--- config.mk ---
export PLATFORM = sky130hd
export DESIGN_NAME = pmc_power_mode_controller
export DESIGN_NICKNAME = d
export VERILOG_FILES = /design/src/pmc_pkg.sv /design/src/pmc_sync.sv /design/src/pmc_clkdiv.sv /design/src/pmc_power_mode_controller.sv
export VERILOG_INCLUDE_DIRS = /design/src
export SDC_FILE = /design/constraint.sdc
export NUM_CORES = 1
export LEC_CHECK = 0
export BUFFER_PORTS_ARGS = -buffer_cell sky130_fd_sc_hd__clkbuf_2
export CAP_MARGIN = 10
export CORE_UTILIZATION = 57
export DETAILED_ROUTE_END_ITERATION = 16
export PLACE_DENSITY = 0.91
export SLEW_MARGIN = 5
export SYNTH_ARGS = -nofsm -noshare
export SYNTH_HDL_FRONTEND = slang
export SYNTH_SLANG_ARGS = --single-unit
--- constraint.sdc ---
create_clock -name i_mclk -period 2.85 [get_ports i_mclk]
set_clock_uncertainty 0.05 [all_clocks]
set_input_delay 0.4275 -clock i_mclk [delete_from_list [all_inputs] [get_ports i_mclk]]
set_output_delay 0.4275 -clock i_mclk [all_outputs]
set_load 0.005 [all_outputs]
--- src/pmc_defines.svh ---
// Register offsets, field positions, reset values and timing counts of the power-mode controller
`ifndef PMC_DEFINES_SVH
`define PMC_DEFINES_SVH

`define PMC_ADDR_W 8
`define PMC_DATA_W 8

`define PMC_ADDR_PCR0 8'h00
`define PMC_ADDR_PCR1 8'h01
`define PMC_ADDR_REGC 8'h02
`define PMC_ADDR_CLKSEL 8'h03
`define PMC_ADDR_PCLKEN 8'h04
`define PMC_ADDR_WSTAT 8'h05
`define PMC_ADDR_WMASK 8'h06
`define PMC_ADDR_MODE 8'h07

`define PMC_PCR0_IDLE 0
`define PMC_PCR0_STOP 1
`define PMC_PCR1_SUSPEND 0
`define PMC_PCR1_SNOOZE 1
`define PMC_REGC_STOPSEL 0
`define PMC_CLKSEL_SRC_LSB 0
`define PMC_CLKSEL_SRC_MSB 1
`define PMC_CLKSEL_DIV_LSB 4
`define PMC_CLKSEL_DIV_MSB 6
`define PMC_CLKSEL_T34SLOW 7

`define PMC_SRC_FAST24 2'h0
`define PMC_SRC_FAST49 2'h1
`define PMC_SRC_SLOW80 2'h2
`define PMC_SRC_EXT 2'h3

`define PMC_CLKSEL_RST 8'h30
`define PMC_PCLKEN_RST 8'hFF
`define PMC_REGC_RST 8'h00
`define PMC_WMASK_RST 8'h00

`define PMC_CLK_MHZ 20
`define PMC_OSC_START_NS 2000
`define PMC_OSC_START_CYC ((`PMC_OSC_START_NS * `PMC_CLK_MHZ + 999) / 1000)

`endif

--- src/pmc_pkg.sv ---
// Types shared by the power-mode controller modules
package pmc_pkg;
	typedef enum logic [7:0] {
		ST_NORMAL = 8'h01,
		ST_IDLE = 8'h02,
		ST_SUSPEND = 8'h04,
		ST_SNOOZE = 8'h08,
		ST_STOP = 8'h10,
		ST_SHUTDOWN = 8'h20,
		ST_WAKEUP = 8'h40,
		ST_RSTEXIT = 8'h80
	} pmc_state_t;

	typedef struct packed {
		logic clu_evt;
		logic cmp0_lvl;
		logic port_match;
		logic i2c_act;
		logic spi_act;
		logic timer4_evt;
	} pmc_wake_t;

	typedef struct packed {
		logic pin;
		logic por;
		logic other;
	} pmc_rstsrc_t;
endpackage

--- src/pmc_sync.sv ---
// Two-flop synchroniser for pin-level inputs
`timescale 1ns/1ps
module pmc_sync #(
	parameter int WIDTH = 1
) (
	input wire logic i_mclk,
	input wire logic i_rst_n,
	input wire logic [WIDTH-1:0] i_async,
	output logic [WIDTH-1:0] o_sync
);
	logic [WIDTH-1:0] meta_ff;
	logic [WIDTH-1:0] sync_ff;

	always_ff @(posedge i_mclk) begin
		if (!i_rst_n) begin
			meta_ff <= '0;
			sync_ff <= '0;
		end else begin
			meta_ff <= i_async;
			sync_ff <= meta_ff;
		end
	end

	assign o_sync = sync_ff;
endmodule // pmc_sync

--- src/pmc_clkdiv.sv ---
// System clock divider: tick once per 1..128 source cycles
`timescale 1ns/1ps
module pmc_clkdiv (
	input wire logic i_mclk,
	input wire logic i_rst_n,
	input wire logic [2:0] i_div_sel,
	output logic o_tick
);
	logic [6:0] cnt_ff;
	logic tick_ff;
	wire [6:0] div_mask = 7'((8'h01 << i_div_sel) - 8'h01);
	wire hit = (cnt_ff & div_mask) == div_mask;

	always_ff @(posedge i_mclk) begin
		if (!i_rst_n) begin
			cnt_ff <= 7'h00;
			tick_ff <= 1'b0;
		end else begin
			cnt_ff <= hit ? 7'h00 : 7'(cnt_ff + 7'h01);
			tick_ff <= hit;
		end
	end

	assign o_tick = tick_ff;

	a_div_by_one: assert property (@(posedge i_mclk) disable iff (!i_rst_n)
		(i_div_sel == 3'h0) && ($past(i_div_sel) == 3'h0) |=> o_tick)
		else $error("divide-by-one does not tick every cycle");
	a_div_by_two: assert property (@(posedge i_mclk) disable iff (!i_rst_n)
		(i_div_sel == 3'h1) [*4] |-> (o_tick != $past(o_tick)))
		else $error("divide-by-two tick does not alternate");
endmodule // pmc_clkdiv

--- src/pmc_power_mode_controller.sv ---
// Power-mode sequencer with register port, wake logic, clock gating and divider
//
// Behaviour
// - Normal mode clocks core and the peripherals enabled in PCLKEN.
// - Idle bit halts core, peripherals keep running.
// - Any interrupt wakes idle; execution resumes.
// - Suspend stops clocks, fast oscillators; normal bias.
// - Timers 3, 4 may count from 80 kHz.
// - Listed peripheral events wake suspend or snooze.
// - Stop powers down, pins held, any reset exits.
// - Snooze stops clocks, fast oscillators; regulator low bias.
// - Shutdown exits only on pin or power-on reset.
// - Unused digital peripheral clocks are gated off.
// - Reset default clock is 24.5 MHz divided by 8.
// - Divider offers divide by 1 to 128.
//
// Chosen here: the register offsets and the plain strobed port.
`timescale 1ns/1ps
`include "pmc_defines.svh"
module pmc_power_mode_controller (
	input wire logic i_mclk,
	input wire logic i_rst_n,
	input wire logic [`PMC_ADDR_W-1:0] i_addr,
	input wire logic [`PMC_DATA_W-1:0] i_wdata,
	input wire logic i_wr,
	input wire logic i_rd,
	output logic [`PMC_DATA_W-1:0] o_rdata,
	input wire logic i_irq_any,
	input wire pmc_pkg::pmc_wake_t i_wake_pins,
	input wire logic i_reset_pin_n,
	input wire logic i_por,
	input wire logic i_other_rst,
	output logic o_core_clk_en,
	output logic [7:0] o_periph_clk_en,
	output logic o_fast_osc_24m_en,
	output logic o_fast_osc_49m_en,
	output logic o_slow_osc_80k_en,
	output logic o_reg_low_bias,
	output logic o_power_nets_on,
	output logic o_pin_hold,
	output logic o_timer34_slow_en,
	output logic [1:0] o_system_clock_source,
	output logic o_system_clock_source_tick,
	output logic o_core_reset,
	output logic o_irq
);
	import pmc_pkg::*;

	localparam logic [7:0] WAKE_CYC = 8'(`PMC_OSC_START_CYC);

	pmc_state_t state_ff;
	pmc_state_t nxt_state;
	logic [7:0] regc_ff;
	logic [7:0] clksel_ff;
	logic [7:0] pclken_ff;
	logic [7:0] wstat_ff;
	logic [7:0] wmask_ff;
	logic [7:0] rdata_ff;
	logic [7:0] wake_cnt_ff;
	logic cmp0_prev_ff;
	logic irq_ff;
	logic core_en_ff;
	logic [7:0] periph_en_ff;
	logic fast24_ff;
	logic fast49_ff;
	logic slow80_ff;
	logic low_bias_ff;
	logic power_on_ff;
	logic pin_hold_ff;
	logic t34_ff;
	logic core_rst_ff;

	pmc_wake_t wake_s;
	pmc_rstsrc_t rst_s;
	logic [8:0] sync_out;

	// Reset pin is inverted ahead of the synchroniser so its cleared state means no reset
	pmc_sync #(
		.WIDTH(9)
	) u_sync (
		.i_mclk(i_mclk),
		.i_rst_n(i_rst_n),
		.i_async({~i_reset_pin_n, i_por, i_other_rst, i_wake_pins}),
		.o_sync(sync_out)
	);

	assign rst_s = sync_out[8:6];
	assign wake_s = sync_out[5:0];

	pmc_clkdiv u_div (
		.i_mclk(i_mclk),
		.i_rst_n(i_rst_n),
		.i_div_sel(clksel_ff[`PMC_CLKSEL_DIV_MSB:`PMC_CLKSEL_DIV_LSB]),
		.o_tick(o_system_clock_source_tick)
	);

	// Register decode
	wire wr_pcr0 = i_wr && (i_addr == `PMC_ADDR_PCR0);
	wire wr_pcr1 = i_wr && (i_addr == `PMC_ADDR_PCR1);
	wire wr_regc = i_wr && (i_addr == `PMC_ADDR_REGC);
	wire wr_clksel = i_wr && (i_addr == `PMC_ADDR_CLKSEL);
	wire wr_pclken = i_wr && (i_addr == `PMC_ADDR_PCLKEN);
	wire wr_wstat = i_wr && (i_addr == `PMC_ADDR_WSTAT);
	wire wr_wmask = i_wr && (i_addr == `PMC_ADDR_WMASK);

	wire req_idle = wr_pcr0 && i_wdata[`PMC_PCR0_IDLE];
	wire req_stop = wr_pcr0 && i_wdata[`PMC_PCR0_STOP];
	wire req_suspend = wr_pcr1 && i_wdata[`PMC_PCR1_SUSPEND];
	wire req_snooze = wr_pcr1 && i_wdata[`PMC_PCR1_SNOOZE];
	wire stop_sel = regc_ff[`PMC_REGC_STOPSEL];

	// Wake sources; comparator falls are seen on the synchronised level only
	wire cmp0_fall = cmp0_prev_ff && !wake_s.cmp0_lvl;
	wire [5:0] wake_ev = {wake_s.clu_evt, cmp0_fall, wake_s.port_match,
		wake_s.i2c_act, wake_s.spi_act, wake_s.timer4_evt};
	wire lp_wake = |wake_ev;
	wire any_rst = rst_s.pin || rst_s.por || rst_s.other;
	wire hard_rst = rst_s.pin || rst_s.por;

	wire low_mode = (state_ff == ST_SUSPEND) || (state_ff == ST_SNOOZE);
	wire [7:0] wstat_clr = wr_wstat ? i_wdata : 8'h00;
	// A wake event landing on the clearing write stays set
	wire [7:0] nxt_wstat = (wstat_ff & ~wstat_clr) | {2'h0, wake_ev};

	wire [7:0] pcr0_rd = {6'h00, (state_ff == ST_STOP) || (state_ff == ST_SHUTDOWN), state_ff == ST_IDLE};
	wire [7:0] pcr1_rd = {6'h00, state_ff == ST_SNOOZE, state_ff == ST_SUSPEND};
	wire [7:0] rd_mux =
		(i_addr == `PMC_ADDR_PCR0) ? pcr0_rd :
		(i_addr == `PMC_ADDR_PCR1) ? pcr1_rd :
		(i_addr == `PMC_ADDR_REGC) ? regc_ff :
		(i_addr == `PMC_ADDR_CLKSEL) ? clksel_ff :
		(i_addr == `PMC_ADDR_PCLKEN) ? pclken_ff :
		(i_addr == `PMC_ADDR_WSTAT) ? wstat_ff :
		(i_addr == `PMC_ADDR_WMASK) ? wmask_ff :
		(i_addr == `PMC_ADDR_MODE) ? 8'(state_ff) : 8'h00;

	// Mode sequencing; stop outranks suspend, snooze and idle when written together
	always_comb begin
		nxt_state = state_ff;
		case (state_ff)
			ST_NORMAL: begin
				if (any_rst) begin
					nxt_state = ST_RSTEXIT;
				end else if (req_stop) begin
					nxt_state = stop_sel ? ST_SHUTDOWN : ST_STOP;
				end else if (req_suspend) begin
					nxt_state = ST_SUSPEND;
				end else if (req_snooze) begin
					nxt_state = ST_SNOOZE;
				end else if (req_idle) begin
					nxt_state = ST_IDLE;
				end
			end
			ST_IDLE: begin
				if (any_rst) begin
					nxt_state = ST_RSTEXIT;
				end else if (i_irq_any || irq_ff) begin
					nxt_state = ST_NORMAL;
				end
			end
			ST_SUSPEND, ST_SNOOZE: begin
				if (any_rst) begin
					nxt_state = ST_RSTEXIT;
				end else if (lp_wake) begin
					nxt_state = ST_WAKEUP;
				end
			end
			ST_STOP: begin
				if (any_rst) begin
					nxt_state = ST_RSTEXIT;
				end
			end
			ST_SHUTDOWN: begin
				if (hard_rst) begin
					nxt_state = ST_RSTEXIT;
				end
			end
			ST_WAKEUP: begin
				if (any_rst) begin
					nxt_state = ST_RSTEXIT;
				end else if (wake_cnt_ff == 8'h00) begin
					nxt_state = ST_NORMAL;
				end
			end
			ST_RSTEXIT: begin
				nxt_state = ST_NORMAL;
			end
			default: begin
				nxt_state = ST_NORMAL;
			end
		endcase
	end

	wire nxt_run = (nxt_state == ST_NORMAL) || (nxt_state == ST_IDLE);
	wire nxt_off = (nxt_state == ST_STOP) || (nxt_state == ST_SHUTDOWN);
	wire nxt_low = (nxt_state == ST_SUSPEND) || (nxt_state == ST_SNOOZE);
	wire nxt_core_en = nxt_state == ST_NORMAL;
	wire [7:0] nxt_periph_en = nxt_run ? pclken_ff : 8'h00;
	// The 24.5 MHz oscillator runs whenever the part is awake so a wake never waits on it twice
	wire nxt_fast24 = !nxt_low && !nxt_off;
	wire nxt_fast49 = nxt_run && (clksel_ff[`PMC_CLKSEL_SRC_MSB:`PMC_CLKSEL_SRC_LSB] == `PMC_SRC_FAST49);
	wire nxt_low_bias = nxt_state == ST_SNOOZE;
	wire nxt_t34 = nxt_low && clksel_ff[`PMC_CLKSEL_T34SLOW];
	wire [7:0] nxt_wake_cnt = ((nxt_state == ST_WAKEUP) && (state_ff != ST_WAKEUP)) ? 8'(WAKE_CYC - 8'h01) :
		(wake_cnt_ff != 8'h00) ? 8'(wake_cnt_ff - 8'h01) : 8'h00;
	// A reset exit puts the clock back to its default, whatever software had chosen
	wire [7:0] nxt_clksel = (state_ff == ST_RSTEXIT) ? `PMC_CLKSEL_RST :
		wr_clksel ? i_wdata : clksel_ff;

	always_ff @(posedge i_mclk) begin
		if (!i_rst_n) begin
			state_ff <= ST_NORMAL;
			wake_cnt_ff <= 8'h00;
		end else begin
			state_ff <= nxt_state;
			wake_cnt_ff <= nxt_wake_cnt;
		end
	end

	always_ff @(posedge i_mclk) begin
		if (!i_rst_n) begin
			regc_ff <= `PMC_REGC_RST;
			clksel_ff <= `PMC_CLKSEL_RST;
			pclken_ff <= `PMC_PCLKEN_RST;
			wmask_ff <= `PMC_WMASK_RST;
			wstat_ff <= 8'h00;
			rdata_ff <= 8'h00;
		end else begin
			regc_ff <= wr_regc ? i_wdata : regc_ff;
			clksel_ff <= nxt_clksel;
			pclken_ff <= wr_pclken ? i_wdata : pclken_ff;
			wmask_ff <= wr_wmask ? i_wdata : wmask_ff;
			wstat_ff <= nxt_wstat;
			rdata_ff <= i_rd ? rd_mux : 8'h00;
		end
	end

	always_ff @(posedge i_mclk) begin
		if (!i_rst_n) begin
			cmp0_prev_ff <= 1'b0;
			irq_ff <= 1'b0;
		end else begin
			cmp0_prev_ff <= wake_s.cmp0_lvl;
			irq_ff <= |(wstat_ff & wmask_ff);
		end
	end

	always_ff @(posedge i_mclk) begin
		if (!i_rst_n) begin
			core_en_ff <= 1'b1;
			periph_en_ff <= `PMC_PCLKEN_RST;
			fast24_ff <= 1'b1;
			fast49_ff <= 1'b0;
			slow80_ff <= 1'b1;
			low_bias_ff <= 1'b0;
			power_on_ff <= 1'b1;
			pin_hold_ff <= 1'b0;
			t34_ff <= 1'b0;
			core_rst_ff <= 1'b0;
		end else begin
			core_en_ff <= nxt_core_en;
			periph_en_ff <= nxt_periph_en;
			fast24_ff <= nxt_fast24;
			fast49_ff <= nxt_fast49;
			slow80_ff <= !nxt_off;
			low_bias_ff <= nxt_low_bias;
			power_on_ff <= !nxt_off;
			pin_hold_ff <= nxt_off;
			t34_ff <= nxt_t34;
			core_rst_ff <= nxt_state == ST_RSTEXIT;
		end
	end

	assign o_rdata = rdata_ff;
	assign o_core_clk_en = core_en_ff;
	assign o_periph_clk_en = periph_en_ff;
	assign o_fast_osc_24m_en = fast24_ff;
	assign o_fast_osc_49m_en = fast49_ff;
	assign o_slow_osc_80k_en = slow80_ff;
	assign o_reg_low_bias = low_bias_ff;
	assign o_power_nets_on = power_on_ff;
	assign o_pin_hold = pin_hold_ff;
	assign o_timer34_slow_en = t34_ff;
	assign o_system_clock_source = clksel_ff[`PMC_CLKSEL_SRC_MSB:`PMC_CLKSEL_SRC_LSB];
	assign o_core_reset = core_rst_ff;
	assign o_irq = irq_ff;

	a_normal_core_clock: assert property (@(posedge i_mclk) disable iff (!i_rst_n)
		(state_ff == ST_NORMAL) |-> o_core_clk_en && (o_periph_clk_en == $past(pclken_ff)))
		else $error("normal mode core or peripheral clocks wrong");
	a_idle_entry_gate: assert property (@(posedge i_mclk) disable iff (!i_rst_n)
		(state_ff == ST_NORMAL) && req_idle && !req_stop && !wr_pcr1 && !any_rst
		|=> (state_ff == ST_IDLE) && !o_core_clk_en && (o_periph_clk_en == pclken_ff))
		else $error("idle entry did not halt core only");
	a_idle_irq_wake: assert property (@(posedge i_mclk) disable iff (!i_rst_n)
		(state_ff == ST_IDLE) && i_irq_any && !any_rst |=> (state_ff == ST_NORMAL) && o_core_clk_en)
		else $error("idle did not wake on interrupt");
	a_suspend_outputs: assert property (@(posedge i_mclk) disable iff (!i_rst_n)
		(state_ff == ST_SUSPEND) |-> !o_core_clk_en && (o_periph_clk_en == 8'h00)
		&& !o_fast_osc_24m_en && !o_fast_osc_49m_en && !o_reg_low_bias)
		else $error("suspend outputs wrong");
	a_timer_slow_clock: assert property (@(posedge i_mclk) disable iff (!i_rst_n)
		low_mode && $stable(clksel_ff) |-> (o_timer34_slow_en == clksel_ff[`PMC_CLKSEL_T34SLOW]))
		else $error("timer slow clock enable wrong in low-power mode");
	a_lp_wake_start: assert property (@(posedge i_mclk) disable iff (!i_rst_n)
		low_mode && lp_wake && !any_rst |=> (state_ff == ST_WAKEUP) && o_fast_osc_24m_en)
		else $error("wake event ignored in low-power mode");
	a_stop_reset_exit: assert property (@(posedge i_mclk) disable iff (!i_rst_n)
		(state_ff == ST_STOP) && any_rst |=> o_core_reset && o_power_nets_on ##1 (state_ff == ST_NORMAL))
		else $error("stop did not exit on reset source");
	a_snooze_low_bias: assert property (@(posedge i_mclk) disable iff (!i_rst_n)
		(state_ff == ST_SNOOZE) |-> o_reg_low_bias && !o_fast_osc_24m_en && !o_core_clk_en)
		else $error("snooze outputs wrong");
	a_shutdown_holds: assert property (@(posedge i_mclk) disable iff (!i_rst_n)
		(state_ff == ST_SHUTDOWN) && !hard_rst |=> (state_ff == ST_SHUTDOWN) && o_pin_hold && !o_power_nets_on)
		else $error("shutdown left without pin or power-on reset");
	a_reset_clock_default: assert property (@(posedge i_mclk) disable iff (!i_rst_n)
		$past(state_ff) == ST_RSTEXIT |-> (clksel_ff == `PMC_CLKSEL_RST))
		else $error("clock not default after reset exit");
	a_stop_select_sample: assert property (@(posedge i_mclk) disable iff (!i_rst_n)
		(state_ff == ST_NORMAL) && req_stop && !any_rst |=> (state_ff == ($past(stop_sel) ? ST_SHUTDOWN : ST_STOP)))
		else $error("stop select not honoured");
	a_wake_clock_order: assert property (@(posedge i_mclk) disable iff (!i_rst_n)
		(state_ff == ST_WAKEUP) |-> o_fast_osc_24m_en && !o_core_clk_en && (o_periph_clk_en == 8'h00))
		else $error("clocks enabled before oscillator restart done");
	a_wake_lasts_40: assert property (@(posedge i_mclk) disable iff (!i_rst_n || any_rst)
		low_mode && lp_wake |=> (state_ff == ST_WAKEUP) ##39 (state_ff == ST_WAKEUP) ##1 (state_ff == ST_NORMAL))
		else $error("oscillator restart time wrong");
endmodule // pmc_power_mode_controller

## Word-level counts from Yosys, hierarchy flattened

Index checks and enable logic that the tools add are counted.

| storage, ports and cells | value |
|---|---|
| flip-flop bits (word level) | 108 |
| bits of input ports | 30 |
| logic and storage cells | 128 |

| cells by class | value |
|---|---|
| $add $sub $neg | 3 |
| equality and inequality tests | 26 |
| shifts and indexed selects | 1 |
| muxes and demuxes | 27 |
| bitwise operators | 9 |
| reductions and logical operators | 37 |

Operators by type and width:

| cell | count |
|---|---|
| $mux W8 | 21 |
| $eq A8 B3 Y1 const B | 6 |
| $pmux W8 S6 | 1 |
| $eq A8 B2 Y1 const B | 4 |
| $eq A8 B1 Y1 const B | 3 |
| $mux W6 | 3 |
| $and A8 B8 Y8 | 2 |
| $eq A8 B4 Y1 const B | 2 |
| $eq A8 B5 Y1 const B | 2 |
| $eq A8 B6 Y1 const B | 2 |
| $eq A8 B7 Y1 const B | 2 |
| $eq A8 B8 Y1 const B | 2 |
| $logic_and A1 B1 Y1 | 16 |
| $logic_not A8 Y1 | 2 |
| $ne A8 B7 Y1 const B | 1 |
| $not A8 Y8 | 1 |
| $or A8 B6 Y8 | 1 |
| $reduce_bool A8 Y1 | 1 |
| $reduce_or A8 Y1 | 1 |
| $sub A8 B1 Y8 const B | 1 |
| $add A7 B1 Y7 const B | 1 |
| $and A7 B7 Y7 | 1 |
| $eq A7 B7 Y1 | 1 |
| $logic_or A1 B1 Y1 | 7 |
| other kinds (11) | 19 |

## Depth between registers and ports, before layout

| depth | value |
|---|---|
| depth after elaboration | 13 |
| mapped depth | 8 |

## Hierarchy

Synthesis repeated with hierarchy kept, for this count alone.

| second synthesis, totals | value |
|---|---|
| cells, all modules | 524 |
| area total of the unflattened synthesis | 4,815.9 um^2 |

By module, submodules not included:

| module | instances | cells each | area each (um^2) |
|---|---|---|---|
| pmc_power_mode_controller | 1 | 442 | 3,888.7 |
| pmc_sync | 1 | 37 | 501.7 |
| pmc_clkdiv | 1 | 45 | 425.4 |

## Worst setup path before layout

No wires, ideal clock.

| timing | value |
|---|---|
| path type | reg-to-reg |
| start point | register wake_cnt_ff[2] |
| end point | register periph_en_ff[2], in the netlist o_periph_clk_en[2] |
| arrival time | 2.186 ns |
| required time | 2.672 ns |
| slack | 0.485 ns |
| cell stages (with the launch flop) | 7 |
| path buffers | 0 |
| cells stage by stage | dfxtp_1 > or4_4 > or4_4 > a22o_1 > a211o_1 > a21oi_4 > a21oi_1 |

| between the ends | value |
|---|---|
| cells in the longest elaborated chain, start to end | 7 |

Ends and longest elaborated chain:

| what | line | RTL |
|---|---|---|
| start: declaration | pmc_power_mode_controller.sv:59 | `logic [7:0] wake_cnt_ff;` |
| start signal: assignment | pmc_power_mode_controller.sv:216 | `wake_cnt_ff <= nxt_wake_cnt;` |
| $logic_not A8 Y1 (*) | pmc_power_mode_controller.sv:181 | `end else if (wake_cnt_ff == 8'h00) begin` |
| $mux W8 (*) | pmc_power_mode_controller.sv:181 |  |
| $mux W8 (*) | pmc_power_mode_controller.sv:179 | `if (any_rst) begin` |
| $pmux W8 S6 (*) | pmc_power_mode_controller.sv:140 | `case (state_ff)` |
| $eq A8 B1 Y1 or $eq A8 B2 Y1 (tied branches) | pmc_power_mode_controller.sv:194 | `wire nxt_run = (nxt_state == ST_NORMAL) \|\| (nxt_state == ST_IDLE);` |
| $logic_or A1 B1 Y1 (*) | pmc_power_mode_controller.sv:194 |  |
| $mux W8 (*) | pmc_power_mode_controller.sv:198 | `wire [7:0] nxt_periph_en = nxt_run ? pclken_ff : 8'h00;` |
| end signal: assignment | pmc_power_mode_controller.sv:251 | `` periph_en_ff <= `PMC_PCLKEN_RST; `` |
| end signal: assignment | pmc_power_mode_controller.sv:262 | `periph_en_ff <= nxt_periph_en;` |
| end: declaration | pmc_power_mode_controller.sv:63 | `logic [7:0] periph_en_ff;` |

Mark *: on every way between the ends. The rest lies on a longest branch, timed or not.
A chain may end at the register's enable or synchronous reset.

## Worst setup path in the final report

| timing | value |
|---|---|
| start point | register state_ff[2] |
| end point | register periph_en_ff[1], in the netlist o_periph_clk_en[1] |

| between the ends | value |
|---|---|
| cells in the longest elaborated chain, start to end | 9 |

Ends and longest elaborated chain:

| what | line | RTL |
|---|---|---|
| start: declaration | pmc_power_mode_controller.sv:51 | `pmc_state_t state_ff;` |
| start signal: assignment | pmc_power_mode_controller.sv:215 | `state_ff <= nxt_state;` |
| $mux W8 | pmc_power_mode_controller.sv:150 | `end else if (req_idle) begin` |
| $mux W8 | pmc_power_mode_controller.sv:148 | `end else if (req_snooze) begin` |
| $mux W8 | pmc_power_mode_controller.sv:146 | `end else if (req_suspend) begin` |
| $mux W8 | pmc_power_mode_controller.sv:144 | `end else if (req_stop) begin` |
| $mux W8 | pmc_power_mode_controller.sv:142 | `if (any_rst) begin` |
| $pmux W8 S6 (*) | pmc_power_mode_controller.sv:140 |  |
| $eq A8 B1 Y1 or $eq A8 B2 Y1 (tied branches) | pmc_power_mode_controller.sv:194 |  |
| $logic_or A1 B1 Y1 (*) | pmc_power_mode_controller.sv:194 |  |
| $mux W8 (*) | pmc_power_mode_controller.sv:198 |  |

Marks and branches as above.

==> metrics.csv <==
stage;metric;value;unit
power;pwr/cell area;593;mW/mm^2
setup_path;Crit path max-delay family;simple AND/OR/NAND/NOR gates;
synth;Post-synth ARST share;0;
detailed_routing;via count;4193;
floorplan;Die Y;92.6;microns
setup_path;CP peak stage delay;590;ps
synth;dominant synthesized flop cell;dfxtp_1;
clocking;clock buffer depth;2;
cells_and_area;area delta synth->final;12.8;%
timing;max-slew violations;0;
cells_and_area;# fillers;629;
timing;final worst slack;195;ps
clocking;CTS tree;done;
power;Leak;2.12;nW
floorplan;I/O pin count;59;
setup_path;R2R Path End;o_periph_clk_en[1];
grt;vias in the first global route;3943;
run_status;status;finished, final reports clean;
detailed_routing;1st-iter DRT viols;441;
grt;first-pass GRT wire length;18.7;mm
placement;pre-CTS setup slack;220;ps
detailed_routing;post-route ant nets;0;
clocking;post-CTS setup buffer count;0;
grt;GRT Util Overall;0.280;
detailed_routing;drt wl/cell;17.3;microns
setup_path;most used cell, CP;nor4_1;
worst_hold_path;Worst Hold Path Cells;2;
placement;post-placement cell area;0.00506;sq mm
timing;RSZ-0062 raised after global routing;no;
power;Max IR drop VDD;0.000252;V
worst_hold_path;hold path startpoint;i_reset_pin_n;
timing;Slew @ Worst Pin;644;ps
synth;EDFF count, synth;0;
grt;grt ovf;0;
cells_and_area;final layout net count;602;
setup_path;FF-to-FF path depth;7;
detailed_routing;Initial DRT Pass Iterations;5;
timing;final hold vios;0;
timing;endpoints failing setup;0;
cells_and_area;area occupied by multi-input gates;0.00228;sq mm
setup_path;Worst Setup Start Kind;register;
flow_run;maxcap violations;0;
synth;Avg Synthesized Cell Area;9.01;sq um
clocking;Inserted Clock Buffers;9;
detailed_routing;vias per inst;6.19;
detailed_routing;final wirelength;11.7;mm
floorplan;Initial Util;0.596;
placement;Post-DP HPWL;8.25;mm
setup_path;worst-path cell chain;buf_4 -> nor4_1 -> and3_1 -> nor4_1 -> or4b_1 -> a21oi_4 -> a21oi_1;
timing;minimum clock period;2660;ps
grt;pin count of the biggest net entering global routing;55;
detailed_routing;# DRC;0;
setup_path;WP data required;3040;ps
setup_path;worst r2r src;state_ff[2];
clocking;post-CTS sizing;0;
clocking;hold buffer count at cts;0;
timing;Max-slew headroom;0.567;
setup_path;CP max FO;8;
timing;Final TNS setup;0;ps
setup_path;WP buf/inv;1;
setup_path;CP Capture Type;register;
synth;Cell Area, Synth;0.00468;sq mm
synth;register area share after synthesis;0.462;
timing;Final period util;0.932;
placement;placer congestion estimate;0.920;
floorplan;CORE AREA;0.00785;sq mm
synth;top-area cell type share of the netlist area;0.462;
worst_hold_path;worst hold path endpoint;u_sync.meta_ff[8];
synth;synth unique cells;67;
clocking;root buf cell;clkbuf_8;
synth;top cells by area, synth;dfxtp_1 (46%), mux2i_1 (4.9%), a21oi_1 (4.5%), nor2_1 (3.9%), and2_1 (3.1%);
setup_path;Crit Path Category;reg2reg;
cells_and_area;layout cells sized above 1;0.191;
setup_path;Crit path arrival time;2850;ps
synth;#FFs+latches synth;108;
clocking;clk_lat worst skew;380;ps
timing;Max Clk Rate;377;MHz
floorplan;row count;32;
grt;initial antenna violation count;0;
synth;Cells after Synth;519;
synth;Net Count, Synth;551;
cells_and_area;Final Cell Area;0.00527;sq mm
clocking;CTS Sinks;108;
cells_and_area;FF+latch area;0.00216;sq mm
clocking;Clock Pin Slew Worst Setup and Hold Paths;90;ps
synth;Synth Warn #;0;
floorplan;Die X;92.6;microns
placement;IO Port Bufs;58;
setup_path;R2R setup slack;190;ps
cells_and_area;Antenna diodes;0;
setup_path;crit path max-delay cell type;or4b_1;
worst_hold_path;worst hold path type;in2reg;
clocking;H-tree Lvls;3;
synth;area leader, netlist;dfxtp_1;
floorplan;Die Area;0.00857;sq mm
[Yosys cell counts, types with 3 or more instances]
cell type  number
o21a_1          9
nor4_1         11
nor3_1          9
xor2_1          4
buf_2           4
nand2_1        37
a21boi_0        7
a21oi_1        42
dfxtp_1       108
nand3_1        17
o21ai_0        13
nand2b_1        4
and3_1          6
inv_1          22
a211oi_1        5
or4_4           3
a22oi_1         5
nor2_1         49
or2_2           4
nand4_1         3
xnor2_1        11
nor2b_1         5
mux2i_1        23
and2_1         23
o211ai_1       10
buf_4           4
o2bb2ai_1       6
a211o_1         3
clkbuf_1       23
[layout by cell type, fill, tap and decap left out, types with 3 or more instances in the layout]
| cell type | Yosys | routed |
|---|---|---|
| inv_1 | 22 | 22 |
| o21a_1 | 9 | 9 |
| nor3_1 | 9 | 9 |
| and3_1 | 6 | 6 |
| clkbuf_2 | 0 | 58 |
| nand2_1 | 37 | 37 |
| a21oi_1 | 42 | 42 |
| xnor2_1 | 11 | 11 |
| dfxtp_1 | 108 | 108 |
| o211ai_1 | 10 | 10 |
| mux2i_1 | 23 | 23 |
| o2bb2ai_1 | 6 | 6 |
| nor2b_1 | 5 | 5 |
| o21ai_0 | 13 | 13 |
| nand4_1 | 3 | 3 |
| a211oi_1 | 5 | 5 |
| xor2_1 | 4 | 4 |
| a21boi_0 | 7 | 7 |
| and2_1 | 23 | 23 |
| buf_4 | 4 | 15 |
| or4_4 | 3 | 3 |
| nor2_1 | 49 | 49 |
| nand3_1 | 17 | 17 |
| a211o_1 | 3 | 3 |
| nand2b_1 | 4 | 4 |
| or2_2 | 4 | 4 |
| nor4_1 | 11 | 11 |
| a22oi_1 | 5 | 5 |
| clkbuf_8 | 0 | 11 |
[how the worst max path moves through the flow]
stage | start | end | slack [ps] | depth (start not counted)
finish | state_ff[2] | o_periph_clk_en[1] | 190 | 7
global route | state_ff[2] | o_periph_clk_en[1] | 140 | 7
CTS | wake_cnt_ff[2] | o_periph_clk_en[1] | 260 | 6
detailed placement | i_addr[5] | o_periph_clk_en[6] | 220 | 7
global placement | i_addr[5] | o_periph_clk_en[0] | 340 | 7
floorplan | wake_cnt_ff[2] | o_periph_clk_en[2] | 490 | 6
[layer usage]
metal | track usage | wire length [microns] | up-vias
li1 | - | - | 1934
met1 | 0.352 | 4660 | 1943
met2 | 0.452 | 5430 | 265
met3 | 0.0714 | 1180 | 51
met4 | 0.126 | 413 | 0
met5 | 0 | 0 | -
[final cells by class]
| cell class | instances | area share |
|---|---|---|
| inverter | 24 | 0.0171 |
| sequential | 108 | 0.410 |
| tap | 102 | 0.0242 |
| clock inverter | 4 | 0.0104 |
| multi-input combinational | 354 | 0.432 |
| timing repair buffer | 73 | 0.0764 |
| clock buffer | 12 | 0.0294 |
[report_power, final]
group          leakage (nW)  switching (mW)  total, mW  internal, mW
combinational          1.14           0.281      0.504         0.223
clock                 0.103           0.509      0.969         0.460
sequential            0.880          0.0643       1.66          1.59
[through the flow]
| stage | util | power, mW | hold slack, ps | std cells |
|---|---|---|---|---|
| final | 0.672 | 3.13 | 165 | 677 |
| after global routing | 0.672 | 3.26 | 170 | 677 |
| after CTS | 0.672 | 3.12 | 163 | 677 |
| after detailed placement | 0.645 | 2.18 | 369 | 661 |
| after global placement | 0.645 | 2.15 | 363 | 661 |
| after floorplan | - | 2.03 | 362 | 519 |
[cells by family after synthesis]
logic type	count (synthesis)	share of synthesized area
flip-flops	108	0.462
AO/OA/AOI/OAI	122	0.181
multiplexers	25	0.0565
AND/OR/NAND/NOR	190	0.217
buffers and inverters	57	0.0500
adder cells (fa/ha/maj)	2	0.00535
XOR/XNOR	15	0.0281
Power figures use the tool's default switching activity.
